<file path="src/verilog/aps_regs.vh">
// Constants for the parallel sample output block
`ifndef APS_REGS_VH
`define APS_REGS_VH
`define APS_DATA_W      14
`define APS_WORD_W      15
`define APS_LATENCY     3
`define APS_LAT_W       2
`define APS_FIFO_DEPTH  4
`define APS_FIFO_AW     2
`define APS_FULL_POS    14'h1fff
`define APS_FULL_NEG    14'h2000
`define APS_ZERO_DATA   14'h0000
`endif

</file>
<file path="src/verilog/aps_fifo.v">
// Small synchronous FIFO for sample words
`timescale 1ns/1ps
module aps_fifo
#(
    parameter WIDTH = 15,
    parameter DEPTH = 4,
    parameter AW    = 2
)
(
    input  wire             clk,       // System clock
    input  wire             sys_rst,   // Synchronous reset
    input  wire             clk_en,    // Freeze when low
    input  wire [WIDTH-1:0] in_data,   // Write data
    input  wire             in_valid,  // Write request
    output wire             in_ready,  // Room available
    output reg  [WIDTH-1:0] out_data,  // Registered read data
    output reg              out_valid, // Read data valid
    input  wire             out_ready  // Drain side accepts
);
    reg [WIDTH-1:0] mem_ff [0:DEPTH-1]; // Storage
    reg [AW-1:0]    wp_ff;              // Write pointer
    reg [AW-1:0]    rp_ff;              // Read pointer
    reg [AW:0]      cnt_ff;             // Fill count
    wire            do_wr;              // Write accepted
    wire            do_rd;              // Move word to output
    wire            ld_ok;              // Output slot free

    assign in_ready = (cnt_ff != DEPTH[AW:0]);
    assign do_wr    = in_valid && in_ready;
    assign ld_ok    = !out_valid || out_ready;
    assign do_rd    = (cnt_ff != {(AW+1){1'b0}}) && ld_ok;

    //--------------------------------------------
    // Storage, pointers and output register
    //--------------------------------------------
    always @(posedge clk)
    begin
        if (sys_rst)
        begin
            wp_ff     <= {AW{1'b0}};
            rp_ff     <= {AW{1'b0}};
            cnt_ff    <= {(AW+1){1'b0}};
            out_valid <= 1'b0;
            out_data  <= {WIDTH{1'b0}};
        end
        else if (clk_en)
        begin
            if (do_wr)
            begin
                mem_ff[wp_ff] <= in_data;
                wp_ff         <= wp_ff + 1'b1;
            end
            if (do_rd)
            begin
                out_data  <= mem_ff[rp_ff];
                rp_ff     <= rp_ff + 1'b1;
                out_valid <= 1'b1;
            end
            else if (out_ready)
                out_valid <= 1'b0;
            cnt_ff <= cnt_ff + {{AW{1'b0}}, do_wr} - {{AW{1'b0}}, do_rd};
        end
    end
endmodule

</file>
<file path="src/verilog/aps_core.v">
// Converter digital output stage: latency pipe, FIFO, output word and strobe
`timescale 1ns/1ps
`include "aps_regs.vh"

// Timing overview, in detected rises of the sample clock:
//   rise k      code of edge k is clamped into stage 0
//   rise k+1    word moves to stage 1
//   rise k+2    word moves to stage 2
//   +1 clk      word is pushed into the FIFO
//   +2 clk      FIFO head register takes the word
//   rise k+3    word and flag reach the pins, strobe drops
//   next fall   strobe rises, the receiver takes the sample
// A rise is seen three clk after the pin moves, so each phase of
// the sample clock must last at least three clk for the push and
// the head load to finish between rises. A short freeze of clk_en
// only stretches this timing.
module aps_core
(
    input  wire                    clk,                // System clock, 25 MHz
    input  wire                    sys_rst,            // Synchronous reset, high
    input  wire                    clk_en,             // Freeze all state when low
    input  wire                    sample_clock_input, // Sample clock pin
    input  wire signed [15:0]      analog_code,        // Quantised analog level, async
    output reg  [`APS_DATA_W-1:0]  out_word,           // output_msb..output_lsb
    output reg                     overrange_flag,     // Input beyond full scale
    output reg                     sample_ready_strobe,// Data-ready strobe
    output reg                     fifo_overflow       // Sticky: sample lost on full FIFO
);
    //--------------------------------------------
    // Input synchronisers
    //--------------------------------------------
    reg         sclk_s1_ff;   // First stage, read only by second
    reg         sclk_s2_ff;   // Second stage
    reg         sclk_d_ff;    // Previous synchronised level
    reg  [15:0] ain_s1_ff;    // Analog code first stage
    reg  [15:0] ain_s2_ff;    // Analog code second stage
    wire        rise;         // Sample clock rising edge
    wire        fall;         // Sample clock falling edge

    // Two flops per input, one more for the edge detector
    // The analog word crosses whole; it is held steady around each rise
    always @(posedge clk)
    begin
        if (sys_rst)
        begin
            sclk_s1_ff <= 1'b0;
            sclk_s2_ff <= 1'b0;
            sclk_d_ff  <= 1'b0;
            ain_s1_ff  <= 16'h0000;
            ain_s2_ff  <= 16'h0000;
        end
        else if (clk_en)
        begin
            sclk_s1_ff <= sample_clock_input;
            sclk_s2_ff <= sclk_s1_ff;
            sclk_d_ff  <= sclk_s2_ff;
            ain_s1_ff  <= analog_code;
            ain_s2_ff  <= ain_s1_ff;
        end
    end

    // Detector flops reset low, the idle pin level, so no false edge
    assign rise = sclk_s2_ff && !sclk_d_ff;
    assign fall = !sclk_s2_ff && sclk_d_ff;

    //--------------------------------------------
    // Quantiser: clamp and flag overrange
    //--------------------------------------------
    // Clamp codes past either full scale and raise the flag
    function [`APS_WORD_W-1:0] quantise;
        input signed [15:0] v;
        begin
            if (v > $signed({2'b00, `APS_FULL_POS}))
                quantise = {1'b1, `APS_FULL_POS};
            else if (v < $signed({2'b11, `APS_FULL_NEG}))
                quantise = {1'b1, `APS_FULL_NEG};
            // In range: the low bits pass as two's complement
            else
                quantise = {1'b0, v[`APS_DATA_W-1:0]};
        end
    endfunction

    //--------------------------------------------
    // Latency pipe, advances on each rise
    //--------------------------------------------
    reg  [`APS_WORD_W-1:0] pipe_ff [0:`APS_LATENCY-1]; // Stage words
    reg  [`APS_LAT_W:0]    fill_ff;                    // Stages filled

    // Stages 1 and up shift on each rise
    genvar gi;
    generate
        for (gi = 1; gi < `APS_LATENCY; gi = gi + 1)
        begin : g_pipe
            always @(posedge clk)
            begin
                if (sys_rst)
                    pipe_ff[gi] <= {`APS_WORD_W{1'b0}};
                else if (clk_en && rise)
                    pipe_ff[gi] <= pipe_ff[gi-1];
            end
        end
    endgenerate

    // Capture the input on every rise
    always @(posedge clk)
    begin
        if (sys_rst)
        begin
            pipe_ff[0] <= {`APS_WORD_W{1'b0}};
            fill_ff    <= {(`APS_LAT_W+1){1'b0}};
        end
        else if (clk_en && rise)
        begin
            pipe_ff[0] <= quantise(ain_s2_ff);
            // Fill count stops once every stage holds a real word
            if (fill_ff != `APS_LATENCY)
                fill_ff <= fill_ff + 1'b1;
        end
    end

    //--------------------------------------------
    // Push timing
    //--------------------------------------------
    // The last stage holds the word of edge k only after the rise that
    // moved it there, so the push waits one clk behind that rise. A push
    // on the rise itself would take the older word and add a whole
    // sample period of latency at the pins.
    reg                    rise_d_ff;   // Rise pulse, one clk late

    // Delayed rise, frozen with the rest of the state
    always @(posedge clk)
    begin
        if (sys_rst)
            rise_d_ff <= 1'b0;                                    // No push pending
        else if (clk_en)
            rise_d_ff <= rise;
    end

    //--------------------------------------------
    // FIFO between pipe and output pins
    //--------------------------------------------
    wire                   f_in_ready;  // FIFO has room
    wire [`APS_WORD_W-1:0] f_out_data;  // Head word
    wire                   f_out_valid; // Head valid
    wire                   push;        // Pipe output pushed
    wire                   pop;         // Output pins take head

    // Push the word of edge k one clk after rise k+2
    assign push = rise_d_ff && (fill_ff == `APS_LATENCY);
    assign pop  = rise;

    // Holds finished words until the pins take them on a rise
    aps_fifo
    #(
        .WIDTH (`APS_WORD_W),
        .DEPTH (`APS_FIFO_DEPTH),
        .AW    (`APS_FIFO_AW)
    )
    u_fifo
    (
        .clk       (clk),
        .sys_rst   (sys_rst),
        .clk_en    (clk_en),
        .in_data   (pipe_ff[`APS_LATENCY-1]),
        .in_valid  (push),
        .in_ready  (f_in_ready),
        .out_data  (f_out_data),
        .out_valid (f_out_valid),
        .out_ready (pop)
    );

    //--------------------------------------------
    // Output word, flag and strobe
    //--------------------------------------------
    always @(posedge clk)
    begin
        if (sys_rst)
        begin
            out_word            <= `APS_ZERO_DATA;
            overrange_flag      <= 1'b0;
            sample_ready_strobe <= 1'b0;
        end
        else if (clk_en)
        begin
            // Update only on clock rise, strobe drops
            if (rise)
            begin
                sample_ready_strobe <= 1'b0;
                // Head word to the pins, flag from its top bit
                if (f_out_valid)
                begin
                    out_word       <= f_out_data[`APS_DATA_W-1:0];
                    overrange_flag <= f_out_data[`APS_DATA_W];
                end
            end
            // Strobe rises on the detected fall, inverting the clock
            else if (fall)
                sample_ready_strobe <= 1'b1;
        end
    end

    //--------------------------------------------
    // Status: lost sample detection
    //--------------------------------------------
    // One push per sample period and one pop on every rise keep the
    // FIFO nearly empty, so this sticky flag only records a word that
    // was refused anyway. Only reset clears it.
    always @(posedge clk)
    begin
        if (sys_rst)
            fifo_overflow <= 1'b0;                                // Nothing lost yet
        else if (clk_en && push && !f_in_ready)
            fifo_overflow <= 1'b1;                                // Lost sample
    end
endmodule

</file>
<file path="config.mk">
export PLATFORM = sky130hd
export DESIGN_NAME = aps_core
export DESIGN_NICKNAME = d
export VERILOG_FILES = /design/src/verilog/aps_fifo.v /design/src/verilog/aps_core.v
export VERILOG_INCLUDE_DIRS = /design/src /design/src/verilog
export SDC_FILE = /design/constraint.sdc
export NUM_CORES = 1
export LEC_CHECK = 0
export BUFFER_PORTS_ARGS = -buffer_cell sky130_fd_sc_hd__buf_4
export CAP_MARGIN = 15
export CORE_MARGIN = 4
export CORE_UTILIZATION = 45
export CTS_CLUSTER_SIZE = 8
export DETAILED_ROUTE_END_ITERATION = 10
export GPL_TIMING_DRIVEN = 0
export PLACE_DENSITY_LB_ADDON = 0.1
export SLEW_MARGIN = 20
export SYNTH_ARGS = -nofsm -noshare
export SYNTH_HDL_FRONTEND = slang
export SYNTH_HIERARCHICAL = 1
export SYNTH_SLANG_ARGS = --single-unit
export TNS_END_PERCENT = 20
</file>
<file path="constraint.sdc">
create_clock -name clk -period 6.3 [get_ports clk]
set_input_delay 0.63 -clock clk [delete_from_list [all_inputs] [get_ports clk]]
set_output_delay 0.63 -clock clk [all_outputs]
set_load 0.01 [all_outputs]
</file>
=== Word level (Yosys, flattened, before mapping) ===
Memories as Yosys holds them, arrays and structs flattened. A register that Yosys moved wholly into a read port is not among the register bits.
Cells that the tools add are included.

* Add/sub/neg operators: 5
* $lt $le $gt $ge: 2
* Equal/unequal tests: 3
* Mux-type cells: 20
* Bitwise gates (word level): 3
* Reductions and logical operators: 22

{| class="wikitable"
|+ Operators by type and width
! kind !! count
|-
| 15-bit 2-to-1 mux || 7
|-
| 16-bit by 14-bit greater-than comparator with 1-bit output, second input constant || 1
|-
| 16-bit by 14-bit less-than comparator with 1-bit output, second input constant || 1
|-
| 1-bit 2-to-1 mux || 13
|-
| 2-bit AND reduction || 5
|-
| 1-bit logical AND || 8
|-
| 2-bit by 1-bit adder with 2-bit output, second input constant || 2
|-
| 1-bit zero test || 4
|-
| 2-bit nonzero test || 2
|-
| 3-bit by 1-bit adder with 3-bit output || 1
|-
| 3-bit by 1-bit adder with 3-bit output, second input constant || 1
|-
| 3-bit by 2-bit == test with 1-bit output, second input constant || 1
|-
| 3-bit by 2-bit inequality test with 1-bit output, second input constant || 1
|-
| 3-bit inequality test, second input constant || 1
|-
| 1-bit bitwise OR || 3
|-
| 3-bit AND reduction || 1
|-
| 3-bit nonzero test || 1
|-
| 3-bit by 1-bit subtractor with 3-bit output || 1
|-
| 1-bit logical OR || 1
|}

* Bits in registers: 64
* RAM bits: 105
* Input port bits: 20
* Logic and storage cells: 72
* Memories kept: 2

{| class="wikitable"
|+ Memories
! name !! depth !! width !! rd ports !! clocked after memory_dff !! wr ports !! RTL line !! source
|-
| u_fifo.mem_ff || 4 || 15 || 1 || 1 || 1 || aps_fifo.v:20 || <nowiki>reg [WIDTH-1:0] mem_ff [0:DEPTH-1];</nowiki>
|-
| pipe_ff || 3 || 15 || 3 || 0 || 3 || aps_core.v:86 || <nowiki>reg [`APS_WORD_W-1:0] pipe_ff [0:`APS_LATENCY-1];</nowiki>
|}

=== Longest topological paths before layout ===
* Depth in word-level cells: 7
* Depth in mapped cells: 13

=== Cells and area by module ===
Netlist, hierarchy kept.

{| class="wikitable"
|+ Modules (own cells, without submodules)
! module !! times used !! cells each !! area an instance (um^2)
|-
| aps_core || 1 || 328 || 4015.1
|-
| aps_fifo || 1 || 213 || 3362.0
|}

=== Least setup slack after synthesis ===
Ideal clock, no wire load.

* Path kind: reg2reg
* Start: reg sclk_d_ff
* End: reg u_fifo.cnt_ff[2]
* Setup time: 70 ps
* Arrival: 2394 ps
* Data required time: 6230 ps
* Setup slack: 3836 ps
* Stages on the path, launching flop included: 14
* Period minus slack after synthesis: 2464 ps
* Cells stage by stage: dfxtp_1 > inv_1 > ha_1 > nor2b_1 > buf_2 > buf_2 > nand3_1 > a21oi_1 > ha_1 > inv_1 > fa_1 > xnor2_1 > or3_1 > a21oi_1

* Longest elaborated chain between the ends: 5

{| class="wikitable"
|+ RTL lines
! what !! RTL line !! source
|-
| start, declared || aps_core.v:34 || <nowiki>reg sclk_d_ff;</nowiki>
|-
| start signal, assigned || aps_core.v:56 || <nowiki>sclk_d_ff <= sclk_s2_ff;</nowiki>
|-
| 1-bit zero test || aps_core.v:63 || <nowiki>assign rise = sclk_s2_ff && !sclk_d_ff;</nowiki>
|-
| 1-bit logical AND || aps_core.v:63 ||
|-
| named net pop || aps_core.v:146 || <nowiki>wire pop;</nowiki>
|-
| 1-bit logical OR || aps_fifo.v:30 || <nowiki>assign ld_ok = !out_valid || out_ready;</nowiki>
|-
| 1-bit logical AND || aps_fifo.v:31 || <nowiki>assign do_rd = (cnt_ff != {(AW+1){1'b0}}) && ld_ok;</nowiki>
|-
| 3-bit by 1-bit subtractor with 3-bit output || aps_fifo.v:61 || <nowiki>cnt_ff <= cnt_ff + {{AW{1'b0}}, do_wr} - {{AW{1'b0}}, do_rd};</nowiki>
|-
| end signal, assigned || aps_fifo.v:42 || <nowiki>cnt_ff <= {(AW+1){1'b0}};</nowiki>
|-
| end signal, assigned || aps_fifo.v:61 ||
|-
| end, declared || aps_fifo.v:23 || <nowiki>reg [AW:0] cnt_ff;</nowiki>
|}

The timed path passes the listed nets, and every way through them passes these cells.
A chain may end at the register's enable or synchronous reset.

=== Worst setup path after layout ===
* Start: reg sclk_s2_ff
* End: reg u_fifo.cnt_ff[2]

* Longest elaborated chain between the ends: 4

{| class="wikitable"
|+ RTL lines
! what !! RTL line !! source
|-
| start, declared || aps_core.v:33 || <nowiki>reg sclk_s2_ff;</nowiki>
|-
| start signal, assigned || aps_core.v:55 || <nowiki>sclk_s2_ff <= sclk_s1_ff;</nowiki>
|-
| 1-bit logical AND || aps_core.v:63 ||
|-
| named net pop || aps_core.v:146 ||
|-
| 1-bit logical OR || aps_fifo.v:30 ||
|-
| 1-bit logical AND || aps_fifo.v:31 ||
|-
| 3-bit by 1-bit subtractor with 3-bit output || aps_fifo.v:61 ||
|}

The timed path passes the listed nets, and every way through them passes these cells.

==> summary.md <==
| Metric | Value |
|---|---|
| Critical Path RT | about 6.7 ns |
| Die width | 136 um |
| IR drop worst, VDD | between 0.2 and 0.25 mV |
| Outcome | finished clean |
| Area grow syn2layout | 15.3% |
| Synth top area share | 42.7% |
| Post-CTS setup buffers | 0 |
| Final wirelength | 12900 um |
| Final Util | 53.1% |
| Detailed placement HPWL | 8910 um |
| Setup TNS | 0 ns |
| Longest Clk Path Bufs | 2 |
| Synth unique cells | 43 |
| CTS Buf Count | 17 |
| Synth Flop Type | edfxtp_1 |
| Most instantiated cells after synthesis | 105 x edfxtp_1, 79 x dfxtp_1, 53 x mux2i_1 |
| Endpoint, Worst Hold | ain_s1_ff[2] |
| Die H | 136 um |
| Final setup fails | 0 |
| Leak | a little over 3 nW |
| Multi-input logic area | 2320 sq um |
| Worst hold path class | input pin to register |
| CTS tree | built |
| Worst Hold Launch | analog_code[2] |
| Slew @ Worst Pin | 0.874 ns |
| Number of antenna violations at the first check in global routing | 0 |
| Reg area | about 4700 sq um |
| Reg-to-reg critical path startpoint | sclk_s2_ff |
| Worst-path cell chain | ha_1 > nand2b_1 > buf_2 > buf_2 > nand2_1 > a21oi_1 > ha_1 > inv_1 > fa_1 > xnor2_1 > or3_1 > a21oi_1 |
| RSZ-0062 raised after global routing | false |
| Worst-path clk slew | around 0.07 ns |
| Synthesized Nets | 570 |
| Starting density of the core | 46.1% |
| R2R Path End | u_fifo/cnt_ff[2] |
| Syn. warnings | 6 |
| Detail Route Antenna Nets | 0 |
| Pwr Total | roughly 2.8 mW |
| Post-route clock skew | 0.0147 ns |
| Setup crit start kind | register |
| Cell Area, Synth | 7380 sq um |
| 1st-iter DRT viols | 283 |
| Synthesis-stage register bit count | approximately 180 |
| Routed vias | ~4200 |
| Post-DR wirelength/cell | 15.6 um |
| Final Slew Violations | 0 |
| CP Max Fanout | 10 |
| IO Pins | 37 |
| CP delay by family, top | adder cells |
| Slowest stage delay, CP | 0.37 ns |
| Top cells by area, synth | edfxtp_1 43%, dfxtp_1 21%, mux2i_1 7.2%, and2_1 3.1%, nand2b_1 2.9% |
| Element type at the critical path end | register |
| Drt via density | between 5 and 6 |
| H-tree levels | 4 |
| Post-synth ARST share | 0% |
| GRT Total Usage | between 15 and 20% |
| Slowest CP cell | dfxtp_1 |
| Post-route cell area | 8500 sq um |
| Post-synth top area cell | edfxtp_1 |
| R2R Setup Slk | about 3.5 ns |
| Critical Path Start | sclk_s2_ff |
| Rows | 46 |
| FMAX | 360 MHz |
| FILL cells | between 1000 and 1500 |
| Mapped Cells | 541 |
| R2R depth | 12 |
| Register area share after synthesis | 64.2% |
| Ant. Diodes | 0 |
| Non-Filler Instances | 825 |
| Clock root buffer | clkbuf_16 |
| Hold Vio Cnt, Final | 0 |
| Residual DRC count | 0 |
| Syn Area/Cell | between 10 and 15 sq um |
| Total of max-cap violations | 0 |
| I/O Buffers | 35 |
| Period utilization | between 40% and 50% |
| Placed cells | 793 |
| Critical Path AT | 3.13 ns |
| Core area | 16000 sq um |
| Critical path type | register to register |
| Hold buffers post-CTS | 0 |
| Clock sinks | 184 |
| Slew headroom | between 40% and 50% |
| Sum of buffers and inverters on the critical path | 3 |
| Fin nets | approximately 630 |
| Post-synth EDFFs | 105 |
| Total congestion overflow | 0 |
| Vias in the first global route | 4209 |
| Placer Congestion | 0.845 |
| Worst Hold Path Cells | 3 |
| Placed inst area | 7940 sq um |
| Cell Pwr Density | 330 nW/um^2 |
| Largest net degree at the start of global routing | 25 |
| # resized after CTS | 0 |
| Final Critical Period | 2.78 ns |
| Share of cells above drive strength 1 | between 10% and 20% |
| First-pass GRT wire length | 21200 um |
| 1st-pass router iterations | 4 |
| Die ar. | 18500 sq um |
| Clk_lat worst skew | 0.43 ns |
| Most common cell in the netlist | edfxtp_1 |
-- worst reg2reg max path: stages, from the launching register on --
cell	delay [ns]
dfxtp_1	0.37
ha_1	0.35
nand2b_1	0.15
buf_2	0.19
buf_2	0.25
nand2_1	0.10
a21oi_1	0.14
ha_1	0.16
inv_1	0.05
fa_1	0.37
xnor2_1	0.14
or3_1	0.31
a21oi_1	0.14
-- through the flow --
stage,hold slack [ns],setup slack [ns]
after floorplan,0.449,3.84
after global placement,0.447,3.30
after detailed placement,0.456,3.54
after CTS,0.419,3.53
after global routing,0.425,3.27
final,0.429,3.52
-- worst max-delay path by stage --
stage	to	cells past startpoint
2_1_floorplan	u_fifo/cnt_ff[2]	13
3_3_place_gp	pipe_ff[0][23]	4
3_5_place_dp	u_fifo/cnt_ff[2]	12
4_1_cts	u_fifo/cnt_ff[2]	12
5_1_grt	u_fifo/cnt_ff[2]	12
6_report	u_fifo/cnt_ff[2]	12
-- where the power goes --
| group | switching, mW | internal (mW) |
|---|---|---|
| clock network | 0.453 | 0.557 |
| registers | 0.0450 | 1.33 |
| logic | 0.239 | 0.184 |
-- state kept, by name, summed over array words and instances, names as in the netlist --
signal,cells
overrange_flag,1
sclk_d_ff,1
sclk_s2_ff,1
sample_ready_strobe,1
ain_s1_ff,16
out_word,14
fifo_overflow,1
sclk_s1_ff,1
ain_s2_ff,16
u_fifo/cnt_ff,3
u_fifo/out_valid,1
u_fifo/wp_ff,2
u_fifo/out_data,15
u_fifo/rp_ff,2
rise_d_ff,1
u_fifo/mem_ff,60
fill_ff,3
pipe_ff,45
-- area by class of cell --
cell class	instances	share of cell area (%)
tap	216	3.18
clock buffer	18	5.16
buffer	39	2.83
inverter	22	0.971
timing repair buffer	36	3.41
sequential	184	55.7
clock inverter	14	1.47
multi-input combinational	296	27.3
-- cell families after synthesis --
logic type | synth area share, %
flip-flops | 64.2
adder cells (fa/ha/maj) | 1.63
XOR/XNOR | 0.119
AO/OA/AOI/OAI | 5.27
buffers and inverters | 4.38
multiplexers | 12.6
AND/OR/NAND/NOR | 11.8
-- placed cells by master, fill, tap and decap left out, types with 4 or more instances in the layout --
master | netlist | routed
mux4_2 | 7 | 7
nand4_1 | 17 | 17
buf_2 | 19 | 19
a21oi_1 | 21 | 21
o31ai_1 | 16 | 16
mux4_1 | 8 | 8
nand2b_1 | 34 | 34
mux2i_1 | 53 | 53
edfxtp_1 | 105 | 105
and2_1 | 36 | 36
nor2b_1 | 4 | 4
buf_4 | 1 | 36
clkinv_4 | 0 | 4
buf_6 | 5 | 5
a211oi_1 | 15 | 15
nor2_1 | 44 | 44
clkbuf_1 | 11 | 11
o21ai_0 | 4 | 4
inv_1 | 21 | 21
dfxtp_1 | 79 | 79
clkbuf_16 | 0 | 17
ha_1 | 8 | 8
-- metal layers --
| layer | part of all wire, % | wire (um) | GRT usage [%] | vias to the layer above |
|---|---|---|---|---|
| met3 | 3.1 | 402 | 3.77 | 27 |
| met4 | 3.2 | 415 | 7.50 | 0 |
| met2 | 50 | 6400 | 24.9 | 63 |
| met1 | 44 | 5690 | 18.4 | 2001 |
| met5 | 0 | 0 | 0 | - |
| li1 | - | - | - | 2071 |
(Power assumes the default switching activity.)
